===== src/pkg/dtrsm_defines.vh =====
// register map, field positions and encodings of the dual timer
`ifndef DTRSM_DEFINES_VH
`define DTRSM_DEFINES_VH

// ============================================================
// register indices (byte address is four times the index)
`define DTRSM_IDX_CTRL 8'h88
`define DTRSM_IDX_MODE 8'h89
`define DTRSM_IDX_CL0 8'h8a
`define DTRSM_IDX_CL1 8'h8b
`define DTRSM_IDX_CH0 8'h8c
`define DTRSM_IDX_CH1 8'h8d
`define DTRSM_IDX_RL0 8'h92
`define DTRSM_IDX_RL1 8'h93
`define DTRSM_IDX_RH0 8'h94
`define DTRSM_IDX_RH1 8'h95
`define DTRSM_IDX_PSC 8'h96

// ============================================================
// control/flag register bits
`define DTRSM_OVF2 7
`define DTRSM_RUN2 6
`define DTRSM_OVF1 5
`define DTRSM_RUN1 4
`define DTRSM_EDG2 3
`define DTRSM_TYP2 2
`define DTRSM_EDG1 1
`define DTRSM_TYP1 0

// ============================================================
// mode register fields, per-timer nibble
`define DTRSM_GATE 3
`define DTRSM_CSEL 2
`define DTRSM_MODE_HI 1
`define DTRSM_MODE_LO 0
// the same fields in timer 1's upper nibble
`define DTRSM_MODE1_HI 5
`define DTRSM_MODE1_LO 4
`define DTRSM_CSEL1 6
`define DTRSM_GATE1 7

// ============================================================
// mode encodings
`define DTRSM_M_VAR 2'h0
`define DTRSM_M_16 2'h1
`define DTRSM_M_8 2'h2
`define DTRSM_M_SPLIT 2'h3

// ============================================================
// reset values and constants
`define DTRSM_RST8 8'h00
`define DTRSM_ALL8 8'hff
`define DTRSM_ALL16 16'hffff
`define DTRSM_PSC_W 4
`define DTRSM_RST_PSC 4'h0
`define DTRSM_RD_ZERO 32'h00000000

`endif


===== src/hdl/dtrsm_top.v =====
// dual 16-bit timer/counter with reload, 8-bit reload and split modes
`timescale 1ns/100ps
`default_nettype none
`include "dtrsm_defines.vh"

module dtrsm_top #(
	parameter ADR_W = 10 // wishbone byte address width
) (
	input wire core_clk_i, // system clock, 10 MHz
	input wire reset_n_i, // async reset, active low
	input wire wb_cyc_i, // bus cycle
	input wire wb_stb_i, // strobe
	input wire wb_we_i, // write enable
	input wire [ADR_W-1:0] wb_adr_i, // byte address
	input wire [3:0] wb_sel_i, // byte lanes
	input wire [31:0] wb_dat_i, // write data
	output reg [31:0] wb_dat_o, // read data
	output reg wb_ack_o, // acknowledge
	input wire count_pin_first_i, // timer 0 count pin
	input wire count_pin_second_i, // timer 1 count pin
	input wire ext_irq_pin_first_i, // external irq 0 pin
	input wire ext_irq_pin_second_i, // external irq 1 pin
	input wire vec_ovf_first_i, // cpu vectored to timer 0 irq
	input wire vec_ovf_second_i, // cpu vectored to timer 1 irq
	input wire vec_edge_first_i, // cpu processed ext irq 0
	input wire vec_edge_second_i, // cpu processed ext irq 1
	output reg overflow_flag_first_o, // timer 0 irq request
	output reg overflow_flag_second_o, // timer 1 irq request
	output reg edge_flag_first_o, // ext irq 0 request
	output reg edge_flag_second_o, // ext irq 1 request
	output reg baud_tick_o // timer 1 overflow pulse
);

	// ============================================================
	// registers
	reg [7:0] timer_control_flags; // control/flag register
	reg [7:0] timer_mode_select; // mode register
	reg [7:0] count_low_first, count_high_first; // timer 0 bytes
	reg [7:0] count_low_second, count_high_second; // timer 1 bytes
	reg [7:0] reload_low_first, reload_high_first; // timer 0 reload
	reg [7:0] reload_low_second, reload_high_second; // timer 1 reload
	reg [`DTRSM_PSC_W-1:0] shared_prescale_setting; // divide by n+1
	reg [`DTRSM_PSC_W-1:0] psc_cnt; // prescaler counter
	reg pin_irq1_q, pin_irq2_q; // last samples of irq pins 0 and 1
	reg [7:0] next_cl0, next_ch0; // timer 0 next bytes
	reg [7:0] next_cl1, next_ch1; // timer 1 next bytes
	reg [7:0] next_timer_control_flags; // control/flags
	reg ovf0, ovf_h0, ovf1; // wraps: timer 0, split high, timer 1

	// ============================================================
	// decoded fields
	wire [7:0] widx = wb_adr_i[9:2]; // register index
	wire [7:0] wd = wb_dat_i[7:0]; // write data byte
	// writes land on the acknowledging edge only
	wire wr = wb_cyc_i & wb_stb_i & wb_we_i & wb_ack_o & wb_sel_i[0];
	wire [1:0] mode_first = timer_mode_select[`DTRSM_MODE_HI:`DTRSM_MODE_LO];
	wire [1:0] mode_second = timer_mode_select[`DTRSM_MODE1_HI:`DTRSM_MODE1_LO];
	wire split = (mode_first == `DTRSM_M_SPLIT); // timer 0 split
	wire tick; // shared prescaler tick
	wire en0, en1, en_h0; // timer 0 or split low, timer 1, split high
	wire run_bit_first = timer_control_flags[`DTRSM_RUN1]; // timer 0 run
	wire run_bit_second = timer_control_flags[`DTRSM_RUN2]; // timer 1 run
	// mode 3 on timer 1 acts as a cleared run bit
	wire run_second_eff = run_bit_second &
		(mode_second != `DTRSM_M_SPLIT);

	// ============================================================
	// shared prescaler
	assign tick = (psc_cnt == shared_prescale_setting);

	// free-running, one tick every setting+1 clocks
	always @(posedge core_clk_i or negedge reset_n_i) begin
		if (!reset_n_i) begin
			psc_cnt <= `DTRSM_RST_PSC;
		end else begin
			psc_cnt <= tick ? `DTRSM_RST_PSC : psc_cnt + 1'b1;
		end
	end

	// ============================================================
	// count enable sources
	// timer 0, also the split low byte
	dtrsm_cnt_src u_src0 (
		.core_clk_i(core_clk_i), .reset_n_i(reset_n_i), .tick_i(tick),
		.count_pin_i(count_pin_first_i),
		.ext_irq_pin_i(ext_irq_pin_first_i),
		.csel_i(timer_mode_select[`DTRSM_CSEL]), .gate_i(timer_mode_select[`DTRSM_GATE]),
		.run_i(run_bit_first), .cnt_en_o(en0)
	);

	// timer 1 with its own settings
	dtrsm_cnt_src u_src1 (
		.core_clk_i(core_clk_i), .reset_n_i(reset_n_i), .tick_i(tick),
		.count_pin_i(count_pin_second_i),
		.ext_irq_pin_i(ext_irq_pin_second_i),
		.csel_i(timer_mode_select[`DTRSM_CSEL1]), .gate_i(timer_mode_select[`DTRSM_GATE1]),
		.run_i(run_second_eff), .cnt_en_o(en1)
	);

	// split high byte: timer only, no gate, timer 1 run bit
	dtrsm_cnt_src u_srch (
		.core_clk_i(core_clk_i), .reset_n_i(reset_n_i), .tick_i(tick),
		.count_pin_i(1'b0), .ext_irq_pin_i(1'b1),
		.csel_i(1'b0), .gate_i(1'b0),
		.run_i(run_bit_second & split), .cnt_en_o(en_h0)
	);

	// ============================================================
	// timer 0 counting
	// variable-width mode is not carried here: the count holds
	always @* begin
		next_cl0 = count_low_first;
		next_ch0 = count_high_first;
		ovf0 = 1'b0;
		ovf_h0 = 1'b0;
		case (mode_first)
			`DTRSM_M_16: begin
				if (en0) begin
					if ({count_high_first, count_low_first} == `DTRSM_ALL16) begin
						next_ch0 = reload_high_first;
						next_cl0 = reload_low_first;
						ovf0 = 1'b1;
					end else begin
						{next_ch0, next_cl0} =
							{count_high_first, count_low_first} + 16'h0001;
					end
				end
			end
			`DTRSM_M_8: begin
				if (en0) begin
					if (count_low_first == `DTRSM_ALL8) begin
						next_cl0 = count_high_first;
						ovf0 = 1'b1;
					end else begin
						next_cl0 = count_low_first + 8'h01;
					end
				end
			end
			`DTRSM_M_SPLIT: begin
				// two free 8-bit counters; reload pair unused
				if (en0) begin
					next_cl0 = count_low_first + 8'h01;
					ovf0 = (count_low_first == `DTRSM_ALL8);
				end
				if (en_h0) begin
					next_ch0 = count_high_first + 8'h01;
					ovf_h0 = (count_high_first == `DTRSM_ALL8);
				end
			end
			default: ;
		endcase
		// software write wins over a same-cycle reload
		if (wr && widx == `DTRSM_IDX_CL0) begin
			next_cl0 = wd;
		end
		if (wr && widx == `DTRSM_IDX_CH0) begin
			next_ch0 = wd;
		end
	end

	// ============================================================
	// timer 1 counting
	always @* begin
		next_cl1 = count_low_second;
		next_ch1 = count_high_second;
		ovf1 = 1'b0;
		case (mode_second)
			`DTRSM_M_16: begin
				if (en1) begin
					if ({count_high_second, count_low_second} == `DTRSM_ALL16) begin
						next_ch1 = reload_high_second;
						next_cl1 = reload_low_second;
						ovf1 = 1'b1;
					end else begin
						{next_ch1, next_cl1} =
							{count_high_second, count_low_second} + 16'h0001;
					end
				end
			end
			`DTRSM_M_8: begin
				if (en1) begin
					if (count_low_second == `DTRSM_ALL8) begin
						next_cl1 = count_high_second;
						ovf1 = 1'b1;
					end else begin
						next_cl1 = count_low_second + 8'h01;
					end
				end
			end
			default: begin
				// mode 3 holds the count; mode 0 not carried
			end
		endcase
		if (wr && widx == `DTRSM_IDX_CL1) begin
			next_cl1 = wd;
		end
		if (wr && widx == `DTRSM_IDX_CH1) begin
			next_ch1 = wd;
		end
	end

	// ============================================================
	// control/flag register
	// hardware set beats software or vectoring clear
	always @* begin
		next_timer_control_flags = timer_control_flags;
		if (wr && widx == `DTRSM_IDX_CTRL) begin
			next_timer_control_flags = wd;
		end
		if (vec_ovf_first_i) begin
			next_timer_control_flags[`DTRSM_OVF1] = 1'b0;
		end
		if (vec_ovf_second_i) begin
			next_timer_control_flags[`DTRSM_OVF2] = 1'b0;
		end
		if (ovf0) begin
			next_timer_control_flags[`DTRSM_OVF1] = 1'b1;
		end
		// timer 1 loses its flag to the split high byte
		if (ovf_h0 || (ovf1 && !split)) begin
			next_timer_control_flags[`DTRSM_OVF2] = 1'b1;
		end
		// edge mode: latch falling edge, clear when processed
		if (timer_control_flags[`DTRSM_TYP1]) begin
			if (vec_edge_first_i) begin
				next_timer_control_flags[`DTRSM_EDG1] = 1'b0;
			end
			if (pin_irq1_q && !ext_irq_pin_first_i) begin
				next_timer_control_flags[`DTRSM_EDG1] = 1'b1;
			end
		end else begin
			// level mode: flag follows a low pin
			next_timer_control_flags[`DTRSM_EDG1] = ~ext_irq_pin_first_i;
		end
		if (timer_control_flags[`DTRSM_TYP2]) begin
			if (vec_edge_second_i) begin
				next_timer_control_flags[`DTRSM_EDG2] = 1'b0;
			end
			if (pin_irq2_q && !ext_irq_pin_second_i) begin
				next_timer_control_flags[`DTRSM_EDG2] = 1'b1;
			end
		end else begin
			next_timer_control_flags[`DTRSM_EDG2] = ~ext_irq_pin_second_i;
		end
	end

	// ============================================================
	// state registers
	always @(posedge core_clk_i or negedge reset_n_i) begin
		if (!reset_n_i) begin
			timer_control_flags <= `DTRSM_RST8;
			timer_mode_select <= `DTRSM_RST8;
			count_low_first <= `DTRSM_RST8;
			count_high_first <= `DTRSM_RST8;
			count_low_second <= `DTRSM_RST8;
			count_high_second <= `DTRSM_RST8;
			reload_low_first <= `DTRSM_RST8;
			reload_high_first <= `DTRSM_RST8;
			reload_low_second <= `DTRSM_RST8;
			reload_high_second <= `DTRSM_RST8;
			shared_prescale_setting <= `DTRSM_RST_PSC;
			pin_irq1_q <= 1'b1;
			pin_irq2_q <= 1'b1;
		end else begin
			timer_control_flags <= next_timer_control_flags;
			count_low_first <= next_cl0;
			count_high_first <= next_ch0;
			count_low_second <= next_cl1;
			count_high_second <= next_ch1;
			pin_irq1_q <= ext_irq_pin_first_i;
			pin_irq2_q <= ext_irq_pin_second_i;
			if (wr) begin
				// reload pair is plain storage in every mode
				case (widx)
					`DTRSM_IDX_MODE: timer_mode_select <= wd;
					`DTRSM_IDX_RL0: reload_low_first <= wd;
					`DTRSM_IDX_RH0: reload_high_first <= wd;
					`DTRSM_IDX_RL1: reload_low_second <= wd;
					`DTRSM_IDX_RH1: reload_high_second <= wd;
					`DTRSM_IDX_PSC: shared_prescale_setting <= wd[`DTRSM_PSC_W-1:0];
					default: ;
				endcase
			end
		end
	end

	// ============================================================
	// outputs
	// flags mirror the register one cycle later; baud tick
	// keeps running even while split mode owns the flag
	always @(posedge core_clk_i or negedge reset_n_i) begin
		if (!reset_n_i) begin
			overflow_flag_first_o <= 1'b0;
			overflow_flag_second_o <= 1'b0;
			edge_flag_first_o <= 1'b0;
			edge_flag_second_o <= 1'b0;
			baud_tick_o <= 1'b0;
		end else begin
			overflow_flag_first_o <= timer_control_flags[`DTRSM_OVF1];
			overflow_flag_second_o <= timer_control_flags[`DTRSM_OVF2];
			edge_flag_first_o <= timer_control_flags[`DTRSM_EDG1];
			edge_flag_second_o <= timer_control_flags[`DTRSM_EDG2];
			baud_tick_o <= ovf1;
		end
	end

	// ============================================================
	// wishbone slave: ack one cycle after the request,
	// dropped the cycle after; unmapped reads return zero
	always @(posedge core_clk_i or negedge reset_n_i) begin
		if (!reset_n_i) begin
			wb_ack_o <= 1'b0;
			wb_dat_o <= `DTRSM_RD_ZERO;
		end else begin
			wb_ack_o <= wb_cyc_i & wb_stb_i & ~wb_ack_o;
			if (wb_cyc_i && wb_stb_i && !wb_ack_o) begin
				case (widx)
					`DTRSM_IDX_CTRL: wb_dat_o <= {24'h000000, timer_control_flags};
					`DTRSM_IDX_MODE: wb_dat_o <= {24'h000000, timer_mode_select};
					`DTRSM_IDX_CL0: wb_dat_o <= {24'h000000, count_low_first};
					`DTRSM_IDX_CH0: wb_dat_o <= {24'h000000, count_high_first};
					`DTRSM_IDX_CL1: wb_dat_o <= {24'h000000, count_low_second};
					`DTRSM_IDX_CH1: wb_dat_o <= {24'h000000, count_high_second};
					`DTRSM_IDX_RL0: wb_dat_o <= {24'h000000, reload_low_first};
					`DTRSM_IDX_RH0: wb_dat_o <= {24'h000000, reload_high_first};
					`DTRSM_IDX_RL1: wb_dat_o <= {24'h000000, reload_low_second};
					`DTRSM_IDX_RH1: wb_dat_o <= {24'h000000, reload_high_second};
					`DTRSM_IDX_PSC: wb_dat_o <= {28'h0000000, shared_prescale_setting};
					default: wb_dat_o <= `DTRSM_RD_ZERO;
				endcase
			end
		end
	end

endmodule
`default_nettype wire


===== src/hdl/dtrsm_cnt_src.v =====
// count-enable source: prescaled clock or falling edge on a count pin
`timescale 1ns/100ps
`default_nettype none

module dtrsm_cnt_src (
	input wire core_clk_i, // system clock
	input wire reset_n_i, // async reset, active low
	input wire tick_i, // one-cycle prescaler tick
	input wire count_pin_i, // external count input
	input wire ext_irq_pin_i, // gate pin
	input wire csel_i, // 1 selects the count pin
	input wire gate_i, // 1 gates with the pin
	input wire run_i, // run bit
	output reg cnt_en_o // one-cycle count enable
);

	// ============================================================
	// pin sampling
	reg pin_q; // previous sample of the count pin
	wire fall; // high then low seen
	wire enabled; // run and gate condition

	assign fall = pin_q & ~count_pin_i;
	assign enabled = run_i & (~gate_i | ext_irq_pin_i);

	// sample every clock; pins are synchronous already
	always @(posedge core_clk_i or negedge reset_n_i) begin
		if (!reset_n_i) begin
			pin_q <= 1'b0;
			cnt_en_o <= 1'b0;
		end else begin
			pin_q <= count_pin_i;
			// registered so the count lands the cycle after detection
			if (csel_i) begin
				cnt_en_o <= fall & enabled;
			end else begin
				cnt_en_o <= tick_i & enabled;
			end
		end
	end

endmodule
`default_nettype wire


===== config.mk =====
export PLATFORM = sky130hd
export DESIGN_NAME = dtrsm_top
export DESIGN_NICKNAME = d
export VERILOG_FILES = /design/src/hdl/dtrsm_top.v /design/src/hdl/dtrsm_cnt_src.v
export VERILOG_INCLUDE_DIRS = /design/src /design/src/pkg
export SDC_FILE = /design/constraint.sdc
export NUM_CORES = 1
export LEC_CHECK = 0
export BUFFER_PORTS_ARGS = -buffer_cell sky130_fd_sc_hd__buf_2
export CORE_UTILIZATION = 40
export DETAILED_ROUTE_END_ITERATION = 8
export PLACE_DENSITY_LB_ADDON = 0.12
export REMOVE_ABC_BUFFERS = 1
export SYNTH_ARGS = -nofsm -noshare
export SYNTH_HDL_FRONTEND = slang
export SYNTH_SLANG_ARGS = --single-unit

===== constraint.sdc =====
create_clock -name core_clk_i -period 5.2 [get_ports core_clk_i]
set_input_delay 0.52 -clock core_clk_i [delete_from_list [all_inputs] [get_ports core_clk_i]]
set_output_delay 0.52 -clock core_clk_i [all_outputs]
set_load 0.01 [all_outputs]

# --- Yosys cells after proc, flatten, opt, wreduce, memory -nomap -nowiden ---
# Cells that the tools add are included.
# W data, S select, Z words.
totals:
  input_bits: 59
  out_inout_bits: 38
  reg_bits: 133
op_classes:
  eq_ne: 32
  reduce_logical: 32
  n_mux: 50
  addsub: 6
  bitwise_logic: 25
ops:
  columns: ["op", "count"]
  rows:
  - ["$mux W8", 20]
  - ["$eq A8 B8 Y1 const B", 14]
  - ["$pmux W8 S11", 1]
  - ["$add A16 B1 Y16 const B", 2]
  - ["$eq A16 B16 Y1 const B", 2]
  - ["$pmux W8 S2", 2]
  - ["$add A8 B1 Y8 const B", 3]
  - ["$pmux W8 S3", 1]
  - ["$mux W1", 23]
  - ["$and A1 B1 Y1", 16]
  - ["$ne A3 B2 Y1 const B", 5]
  - ["$reduce_and A2 Y1", 7]
  - ["$reduce_bool A3 Y1", 4]
  - ["$logic_and A1 B1 Y1", 10]
  - ["$ne A4 B2 Y1 const B", 2]
  - ["$not A1 Y1", 7]
  - ["$eq A2 B2 Y1 const B", 3]
  - ["$ne A3 B1 Y1 const B", 2]
  - ["$reduce_and A3 Y1", 2]
  - ["$add A4 B1 Y4 const B", 1]
  - ["$eq A2 B1 Y1 const B", 2]
  - ["$eq A4 B4 Y1", 1]
  - ["$logic_not A1 Y1", 4]
  - ["$mux W4", 1]
  - ["other kinds (8)", 10]

# --- Logic depth before layout (Yosys ltp) ---
# Gate-level depths: netlist (run 1).
depth:
  depth_word: 9
  mapped_depth: 8

# --- Hierarchy ---
# Synthesis (run 1) repeated with hierarchy kept, for this count alone.
unflattened:
  hier_cells: 780
  hier_area_um2: 7174.4
by_module_without_submodules:
  columns: ["module", "cells_each", "area_each_um2", "n_inst", "seq_area_each_um2"]
  rows:
  - ["dtrsm_top", 759, 6919.1, 1, 2605.0]
  - ["dtrsm_cnt_src", 7, 85.1, 3, 50.0]

# --- Worst setup path after synthesis (run 1) ---
# OpenSTA, ideal clock, no wires.
synth_timing:
  path_type: "register to register"
  startpoint: "register count_low_second[0]"
  endpoint: "register count_low_second[0]"
  setup_ns: 0.142
  required_time_ns: 5.058
  stages_incl_launch_ff: 8
  synth_period_minus_slack_ns: 2.190
  arrival_ns: 2.048
  slack_ns: 3.010
  cell_sequence: "dfrtp_1 > ha_1 > nand3_2 > or4_1 > buf_2 > or3_1 > a211oi_1 > o31ai_1"
synth_via:
  elab_chain_len: 5
  word_cells_on_any_way: 10
synth_lines:
  columns: ["element", "line", "source"]
  rows:
  - ["from (decl)", "dtrsm_top.v:39", "reg [7:0] count_low_second, count_high_second;"]
  - ["from (signal assigned)", "dtrsm_top.v:255", "count_low_second <= `DTRSM_RST8;"]
  - ["from (signal assigned)", "dtrsm_top.v:268", "count_low_second <= next_cl1;"]
  - ["$add A16 B1 Y16 (tied with other cells)", "dtrsm_top.v:176", "{count_high_second, count_low_second} + 16'h0001;"]
  - ["$mux W8 (on tied branches)", "dtrsm_top.v:170, dtrsm_top.v:182", null]
  - ["$mux W8 (on tied branches)", "dtrsm_top.v:169, dtrsm_top.v:181", null]
  - ["$pmux W8 S2 (*)", "dtrsm_top.v:167", "case (mode_second)"]
  - ["$mux W8 (*)", "dtrsm_top.v:194", "if (wr && widx == `DTRSM_IDX_CL1) begin"]
# Every way passes the cells marked *; elsewhere a longest branch is shown, timed or not. The select of a mux whose other input is x is not followed.
# A chain may end at the register's enable or synchronous reset.

# --- Worst setup path in the final report (run 1) ---
layout_timing:
  startpoint: "register count_low_first[3]"
  endpoint: "register count_high_first[7]"
layout_via:
  elab_chain_len: 5
  word_cells_on_any_way: 6
layout_lines:
  columns: ["element", "line", "source"]
  rows:
  - ["from (decl)", "dtrsm_top.v:38", "reg [7:0] count_low_first, count_high_first;"]
  - ["from (signal assigned)", "dtrsm_top.v:253", "count_low_first <= `DTRSM_RST8;"]
  - ["from (signal assigned)", "dtrsm_top.v:266", "count_low_first <= next_cl0;"]
  - ["$add A16 B1 Y16 or $eq A16 B16 Y1 (tied branches)", null, null]
  - ["$mux W8 (*)", "dtrsm_top.v:119", "if ({count_high_first, count_low_first} == `DTRSM_ALL16) begin"]
  - ["$mux W8 (*)", "dtrsm_top.v:118", "if (en0) begin"]
  - ["$pmux W8 S2 (*)", "dtrsm_top.v:116", "case (mode_first)"]
  - ["$mux W8 (*)", "dtrsm_top.v:156", "if (wr && widx == `DTRSM_IDX_CH0) begin"]
  - ["to (signal assigned)", "dtrsm_top.v:254", "count_high_first <= `DTRSM_RST8;"]
  - ["to (signal assigned)", "dtrsm_top.v:267", "count_high_first <= next_ch0;"]
  - ["to (decl)", "dtrsm_top.v:38", null]
# Marks and branches as above.

==> results.md, run 1 <==
Worst setup path:
- The standard cell with the maximum stage delay on the critical path is sky130_fd_sc_hd__nor2_1.
- The delay of the slowest cell on the worst path is 0.85 ns.
- The worst setup path is captured at a flip-flop.
- The worst setup path category is flip-flop to flip-flop.
- The arrival time of the worst setup path is 3.08 ns.
- Data on the critical path is required at its endpoint by 5.46 ns.
- The startpoint class of the critical path is a flip-flop.
- The logic depth of the worst register-to-register path is 5.
- The critical path goes through nand4_1 -> nor2_1 -> nand2_1 -> a211o_1 -> a221oi_1.
- Along the worst path, the maximum fanout reaches 14.

CTS:
- After clock tree synthesis, the clock-pin slew on the worst setup and hold paths is 0.07 ns.
- The number of clock sinks is 109.
- The clock reaches the later pin of the worst-skew pair after 0.36 ns.
- The count of cells resized by post-cts repair is 0.
- In this run, CTS created clock tree buffers numbering 9.
- The post-CTS repair timing setup buffer count is 0.
- The clock tree root driver cell is sky130_fd_sc_hd__clkbuf_16.
- The clock tree from TritonCTS is yes.
- The count of hold-fix buffers inserted at cts is 0.
- The clock tree synthesis step divided the H-tree into 3 levels.
- In this run the deepest clock path goes through 2 buffers.

Cells and area:
- For this run, the post-layout net count is 832.
- The post-synthesis to final-layout area growth is 7.90%.
- The number of antenna diodes in the final layout is 0.
- With fillers left out, the area of the finished cells amounts to 0.00745 mm².
- At the end of the flow the core is filled with cells to 0.446.
- The fraction of final layout cells sized beyond drive strength 1 is 0.160.

Floorplan:
- Measured along the y axis, the die boundary spans 133 µm.
- The effective utilization at floorplan is 0.413.
- 97 I/O pins were placed.
- The number of core rows is 47.
- The floorplan step defined a die boundary enclosing 0.0178 mm².
- In this run the horizontal extent of the chip is 133 µm.
- After floorplanning, the core was sized to cover 0.0167 mm².

Route:
- The routed layout has 6,034 vias.
- The total wire length after detailed routing is 22,500 µm.
- The per-cell via count in the routed design is 6.11.
- The first detailed-routing pass ran for 5 iterations.
- The detailed router's first-iteration violation count is 752.
- The post-route DRC violation count is 0.
- The detail route stage leaves a number of antenna-violating nets equal to 0.
- The wire length per cell after detailed routing is 22.8 µm.

Logic synthesis:
- The count of cell types in the netlist is 71.
- The share of the synthesized area in the top cell type is 0.388.
- The library cell with the largest summed area after synthesis is sky130_fd_sc_hd__dfrtp_1.
- In this run, synthesis produced a sequential element count of 109.
- The post-synth design cell area is 0.00690 mm².
- The sequential area share after synthesis is 0.395.
- A synthesized cell averages 9.18 µm².
- In the synthesized netlist the async set-or-reset flop fraction comes to 1.00.
- In the post-synthesis netlist, the biggest area contributors are sky130_fd_sc_hd__dfrtp_1 39%, sky130_fd_sc_hd__mux2_2 7.0%, sky130_fd_sc_hd__nand2_1 3.9%.
- The compound-gate portion of the synthesized area is 0.184.
- In the synthesized netlist, the number of instances is 752.
- Of the total synthesized cell area, the portion taken by XOR and XNOR cells is 0.0304.
- Among all flip-flop cells after synthesis, the most frequent one is sky130_fd_sc_hd__dfrtp_1.
- The share of synthesized cell area in full adder, half adder and majority cells is 0.0199.
- The fraction of the mapped netlist area in simple logic gates is 0.181.
- The combinational family with the most area after synthesis is compound AO/OA/AOI/OAI gates.
- The number of flops mapped to enable cells by yosys is 0.
- The multiplexer fraction of the synthesized cell area is 0.121.
- The number of warning messages in the yosys log is 0.
- The commonest cells after synthesis are 107 x sky130_fd_sc_hd__dfrtp_1, 71 x sky130_fd_sc_hd__nand2_1, 49 x sky130_fd_sc_hd__nor2_1.
- By instance count, the leading cell after synthesis is sky130_fd_sc_hd__dfrtp_1.

Global route:
- In the global route stage, overall resource usage came out at 0.261.
- The first global-routing pass estimated 34,700 µm of wire.
- The number of global-route vias before repair is 5,744.
- The maximum number of pins on one net before global-route repair is 63.
- The leftover overflow at the end of global routing is 0.
- The initial antenna violation count is 0.

Timing:
- The final hold violation count is 0.
- After routing, the total negative slack on setup checks comes to 0 ns.
- The worst clock skew is 0.00995 ns.
- The shortest period the worst path allows is 2.82 ns.
- The hold slack is 0.264 ns.
- The smallest setup slack after layout is 2.38 ns.
- The max-slew violation count is 0.
- At the pin with the least slew margin, the transition time is 1.23 ns.
- The final period utilization is 0.542.
- Timing would allow up to 355 MHz.
- Measured against its own limit, the worst slew margin works out to 0.170.
- The final setup violation count is 0.
- Setup repair after global routing left no endpoint under its margin.

Place:
- The final weighted congestion of routability-driven global placement is 0.907.
- Prior to clock tree synthesis, the placed netlist has a worst setup slack of 2.23 ns.
- After detailed placement, the total cell area comes to 0.00714 mm².
- The number of port buffers is 43.
- After legalization and detailed placement, the total HPWL measured 16,400 µm.

Run:
- The max-cap check violation count is 0.

Outcome:
- The flow ran to the end, and the final reports show no timing, DRC or antenna violations.

Pwr:
- The analysis attributes to net switching a power of 640 µW.
- The standby leakage power is 0.00326 µW.
- The share of total power dissipated in combinational logic is 0.164.
- Of the total power, the share spent switching nets is 0.309.
- The highest ir drop seen on vdd is 0.217 mV.
- The share of total power dissipated in sequential elements is 0.485.
- The areal power density over the cells is 278 mW/mm².
- Internal power comes to 1430 µW.
- Of the total power, the clock network draws 0.352.

Hold path:
- The worst hold path belongs to the class input pin to asynchronous set/reset pin.
## layer usage
metal  global-route usage  vias to the layer above  share of wire
met5                    0                        -              0
met4               0.0941                        0          0.030
met3               0.0540                       41          0.086
met2                0.397                      304           0.44
met1                0.367                     2949           0.44
li1                     -                     2740              -
## worst max-delay path, delay by kind of cell (launching register included)
family,cells,cell delay [ns]
AO/OA/AOI/OAI,2,0.63
AND/OR/NAND/NOR,3,1.57
flip-flops,1,0.51
## path summary, 6_finish.rpt
kind,to,from,slack [ns]
max in group asynchronous,reload_low_second[2],reset_n_i,3.77
hold / removal,reload_low_first[5],reset_n_i,0.26
setup reg to reg,count_high_first[7],count_low_first[3],2.38
min in group core_clk_i,pin_irq2_q,ext_irq_pin_second_i,0.27
hold reg to reg,edge_flag_first_o,timer_control_flags[1],0.45
setup / recovery,count_high_first[7],count_low_first[3],2.38
## logic make-up after synthesis
| logic type | count (synthesis) |
|---|---|
| mux | 73 |
| compound gates | 194 |
| simple gates | 245 |
| buf+inv | 95 |
| xor+xnor | 24 |
| other cells | 1 |
| flops | 109 |
| fa+ha+maj | 11 |
## power groups by stage
stage	combinational, µW	clock, µW	sequential, µW
2_1_floorplan	225	0	973
3_3_place_gp	329	0	1020
3_5_place_dp	335	0	1020
4_1_cts	337	744	1000
5_1_grt	382	778	1010
6_report	339	729	1000
## stage by stage
stage,total power [µW],instances
6_report,2070,987
3_5_place_dp,1350,971
4_1_cts,2080,987
3_3_place_gp,1350,971
5_1_grt,2170,987
2_1_floorplan,1200,705
## placed cells by master, fill, tap and decap left out, drive strengths merged, types with 4 or more instances in the layout
cell type and count:
a221oi 10, nand4 14, a21oi 37, and3 9
nor4 10, or3 4, nand2b 11, and4 5
dfrtp 107, a31oi 23, o22ai 12, nor2 50
or2 4, inv 27, nor3 22, o211ai 8
a211o 7, conb 24, buf 46, xnor2 11
xor2 13, nor2b 8, o21ai 47, clkbuf 11
nand3 26, mux2i 26, mux4 4, ha 11
mux2 43, a22oi 6, a211oi 9, nand2 71
a221o 4
## layout make-up
class | count | area, µm²
clock buffer | 11 | 243
tap | 220 | 275
sequential | 109 | 2730
clock inverter | 5 | 66.3
inverter | 25 | 93.8
multi-input combinational | 571 | 3800
timing repair buffer | 46 | 240
fill | 1647 | 9250
(Power assumes the default switching activity.)
==> inputs of run 2 (changes only) <==
- clock period: 5.2 -> 2.9 ns (I/O delays scaled with it)
==> results.md, run 2 (synthesis results as in run 1) <==
CTS:
- The count of H-tree levels built during CTS came to 3 (unchanged).
- The clock latency at the later pin of the worst-skew pair came to 0.36 ns (about the same).
- The clock tree from TritonCTS is yes (unchanged).
- The buffer levels on the longest clock path was 2 (unchanged).
- The clock tree root driver cell is sky130_fd_sc_hd__clkbuf_16 (unchanged).
- The count of cells resized by post-cts repair was 0 (unchanged).
- The count of hold-fix buffers inserted at cts was 0 (unchanged).
- The post-CTS clock slew at the launch and capture registers of the worst setup and hold paths is 0.07 ns (about the same).
- The number of buffers created by CTS is 9 (unchanged).
- The number of clock sinks is 109 (unchanged).
- The post-CTS repair timing setup buffer count is 0 (unchanged).

Timing:
- The shortest period the worst path allows is 2.52 ns (was 2.82 ns).
- The fmax is 397 MHz (was 355 MHz).
- The setup TNS is 0 ns (unchanged).
- The worst clock skew came to 0.0111 ns (was 0.00995 ns).
- The headroom to the max-slew limit is 0.438 (was 0.170).
- Unrepaired setup endpoints after global routing: false (unchanged).
- The final setup violation count came to 0 (unchanged).
- The max-slew violation count is 0 (unchanged).
- The final hold violation count is 0 (unchanged).
- The smallest setup slack after layout came to 0.380 ns (was 2.38 ns).
- The final period utilization is 0.869 (was 0.542).
- The transition time at the pin with the least slew margin is 0.843 ns (was 1.23 ns).
- The hold slack is 0.00875 ns (was 0.264 ns).

Global route:
- The global routing usage summed across all routing layers came to 0.263 (was 0.261).
- The initial antenna violation count came to 0 (unchanged).
- The global-route wire length before repair was 35,000 µm (was 34,700 µm).
- The maximum number of pins on one net before global-route repair came to 63 (unchanged).
- The number of global-route vias before repair is 5,800 (was 5,744).
- The leftover overflow at the end of global routing is 0 (unchanged).

Pwr:
- The switching part of the total is 0.300 (was 0.309).
- The design internal power is 2670 µW (was 1430 µW).
- The clock group share of total power is 0.364 (was 0.352).
- The combinational group share of total power is 0.164 (about the same).
- The power dissipated by switching net loads came to 1150 µW (was 640 µW).
- The sequential share of power was 0.471 (was 0.485).
- The highest ir drop seen on vdd is 0.362 mV (was 0.217 mV).
- The total power after layout came to 3820 µW (was 2070 µW).
- The areal power density over the cells is 500 mW/mm² (was 278 mW/mm²).
- The standby leakage power is 0.00339 µW (was 0.00326 µW).

Worst setup path:
- The kind of end point of the critical path is a flip-flop (unchanged).
- The startpoint of the most critical register-to-register path is count_low_second[0] (was count_low_first[3]).
- The startpoint class of the critical path is a flip-flop (unchanged).
- The standard cell with the maximum stage delay on the critical path is sky130_fd_sc_hd__or4_1 (was sky130_fd_sc_hd__nor2_1).
- The delay of the slowest cell on the worst path is 0.75 ns (was 0.85 ns).
- The start point of the critical path is count_low_second[0] (was count_low_first[3]).
- Ordered list of cells on the worst path: ha_1 -> nand3_2 -> or4_1 -> nor3_2 -> or3_1 -> a41oi_1 (was nand4_1 -> nor2_1 -> nand2_1 -> a211o_1 -> a221oi_1).
- The worst setup path category is flip-flop to flip-flop (unchanged).
- The maximum fanout along the worst path is 9 (was 14).
- The required time of the critical path is 3.11 ns (was 5.46 ns).
- The register-to-register path setup slack was 0.38 ns (was 2.38 ns).
- The arrival time of the worst setup path is 2.73 ns (was 3.08 ns).

Route:
- The total wire length after detailed routing is 22,900 µm (was 22,500 µm).
- The detailed router's first-iteration violation count is 749 (was 752).
- The detailed-router iteration count before antenna repair is 5 (unchanged).
- The number of vias after detailed routing came to 6,119 (was 6,034).
- The wire length per cell after detailed routing is 22.7 µm (was 22.8 µm).
- The post-route DRC violation count is 0 (unchanged).
- The per-cell via count in the routed design is 6.07 (was 6.11).
- The remaining antenna violation count is 0 (unchanged).

Floorplan:
- The number of core rows is 47 (unchanged).
- The core box area is 0.0167 mm² (unchanged).
- The width of the chip is 133 µm (unchanged).
- The I/O pin count came to 97 (unchanged).
- The effective utilization at floorplan is 0.413 (unchanged).
- The die boundary height is 133 µm (unchanged).
- The total die area is 0.0178 mm² (unchanged).

Place:
- The final weighted congestion of routability-driven global placement was 0.950 (was 0.907).
- The post-placement setup slack is 0.390 ns (was 2.23 ns).
- The post-detailed-placement half-perimeter wirelength is 16,800 µm (was 16,400 µm).
- The instance area after placement is 0.00731 mm² (was 0.00714 mm²).
- The number of port buffers is 43 (unchanged).

Run:
- The max-cap check violation count is 0 (unchanged).

Cells and area:
- The final net count is 853 (was 832).
- Commonest cells after routing, fill and taps aside: 107 x sky130_fd_sc_hd__dfrtp_1, 71 x sky130_fd_sc_hd__nand2_1, 49 x sky130_fd_sc_hd__nor2_1 (unchanged).
- The layout filler cell count is 1,629 (was 1,647).
- The combined flip-flop and latch cell area is 0.00273 mm² (unchanged).
- The post-route cell area was 0.00764 mm² (was 0.00745 mm²).
- The commonest non-fill, non-tap cell in the layout was sky130_fd_sc_hd__dfrtp_1 (unchanged).
- The post-synthesis to final-layout area growth is 10.7% (was 7.90%).
- The area of combinational cells with multiple inputs is 0.00380 mm² (unchanged).
- The antenna diode count is 0 (unchanged).
- The fraction of final layout cells sized beyond drive strength 1 is 0.183 (was 0.160).

Hold path:
- The kind of path behind the tightest hold check is input pin to asynchronous set/reset pin (unchanged).

Outcome:
- Run status: completed (unchanged).
[run 2: changes by cell type in the layout (fill, tap and decap cells not counted), sizes merged]
cell / change
bufinv: +1
buf: +21
clkinvlp: -1
[run 2: power groups by stage]
stage	Sequential (µW)	Combinational (µW)	Clock [µW]
finish	1800	627	1390
global route	1810	696	1480
CTS	1800	624	1420
detailed placement	1830	621	0
global placement	1820	610	0
floorplan	1740	403	0
[run 2: layout make-up]
| cell class | count | share of cell area |
|---|---|---|
| Tap cell | 220 | 0.0360 |
| Inverter | 25 | 0.0123 |
| Sequential cell | 109 | 0.357 |
| Multi-Input combinational cell | 571 | 0.497 |
| Timing Repair Buffer | 67 | 0.0537 |
| Clock inverter | 5 | 0.0116 |
| Clock buffer | 11 | 0.0318 |
[run 2: worst max-delay path: cells and delay by family, from the launching register on]
kind,cells,cell delay (ns)
AND/OR/NAND/NOR,4,1.55
adder cells (fa/ha/maj),1,0.26
flip-flops,1,0.46
AO/OA/AOI/OAI,1,0.11
[run 2: per-layer routing]
layer | wire length [µm] | GRT usage | vias to the layer above
met4 | 516 | 0.0663 | 0
met5 | 0 | 0 | -
li1 | - | - | 2788
met1 | 10400 | 0.374 | 3010
met2 | 10300 | 0.413 | 288
met3 | 1630 | 0.0476 | 33
[run 2: final timing paths]
kind / endpoint / depth (start not counted)
setup / recovery: count_low_second[7] / 6
hold / removal: reload_low_first[5] / 1
setup reg to reg: count_low_second[7] / 6
hold reg to reg: overflow_flag_second_o / 0
max in group asynchronous: pin_irq1_q / 2
min in group core_clk_i: pin_irq2_q / 1
[run 2: metrics by stage]
| stage | utilization | std cells |
|---|---|---|
| floorplan | - | 705 |
| global placement | 0.438 | 992 |
| detailed placement | 0.438 | 992 |
| CTS | 0.458 | 1008 |
| global route | 0.458 | 1008 |
| finish | 0.458 | 1008 |
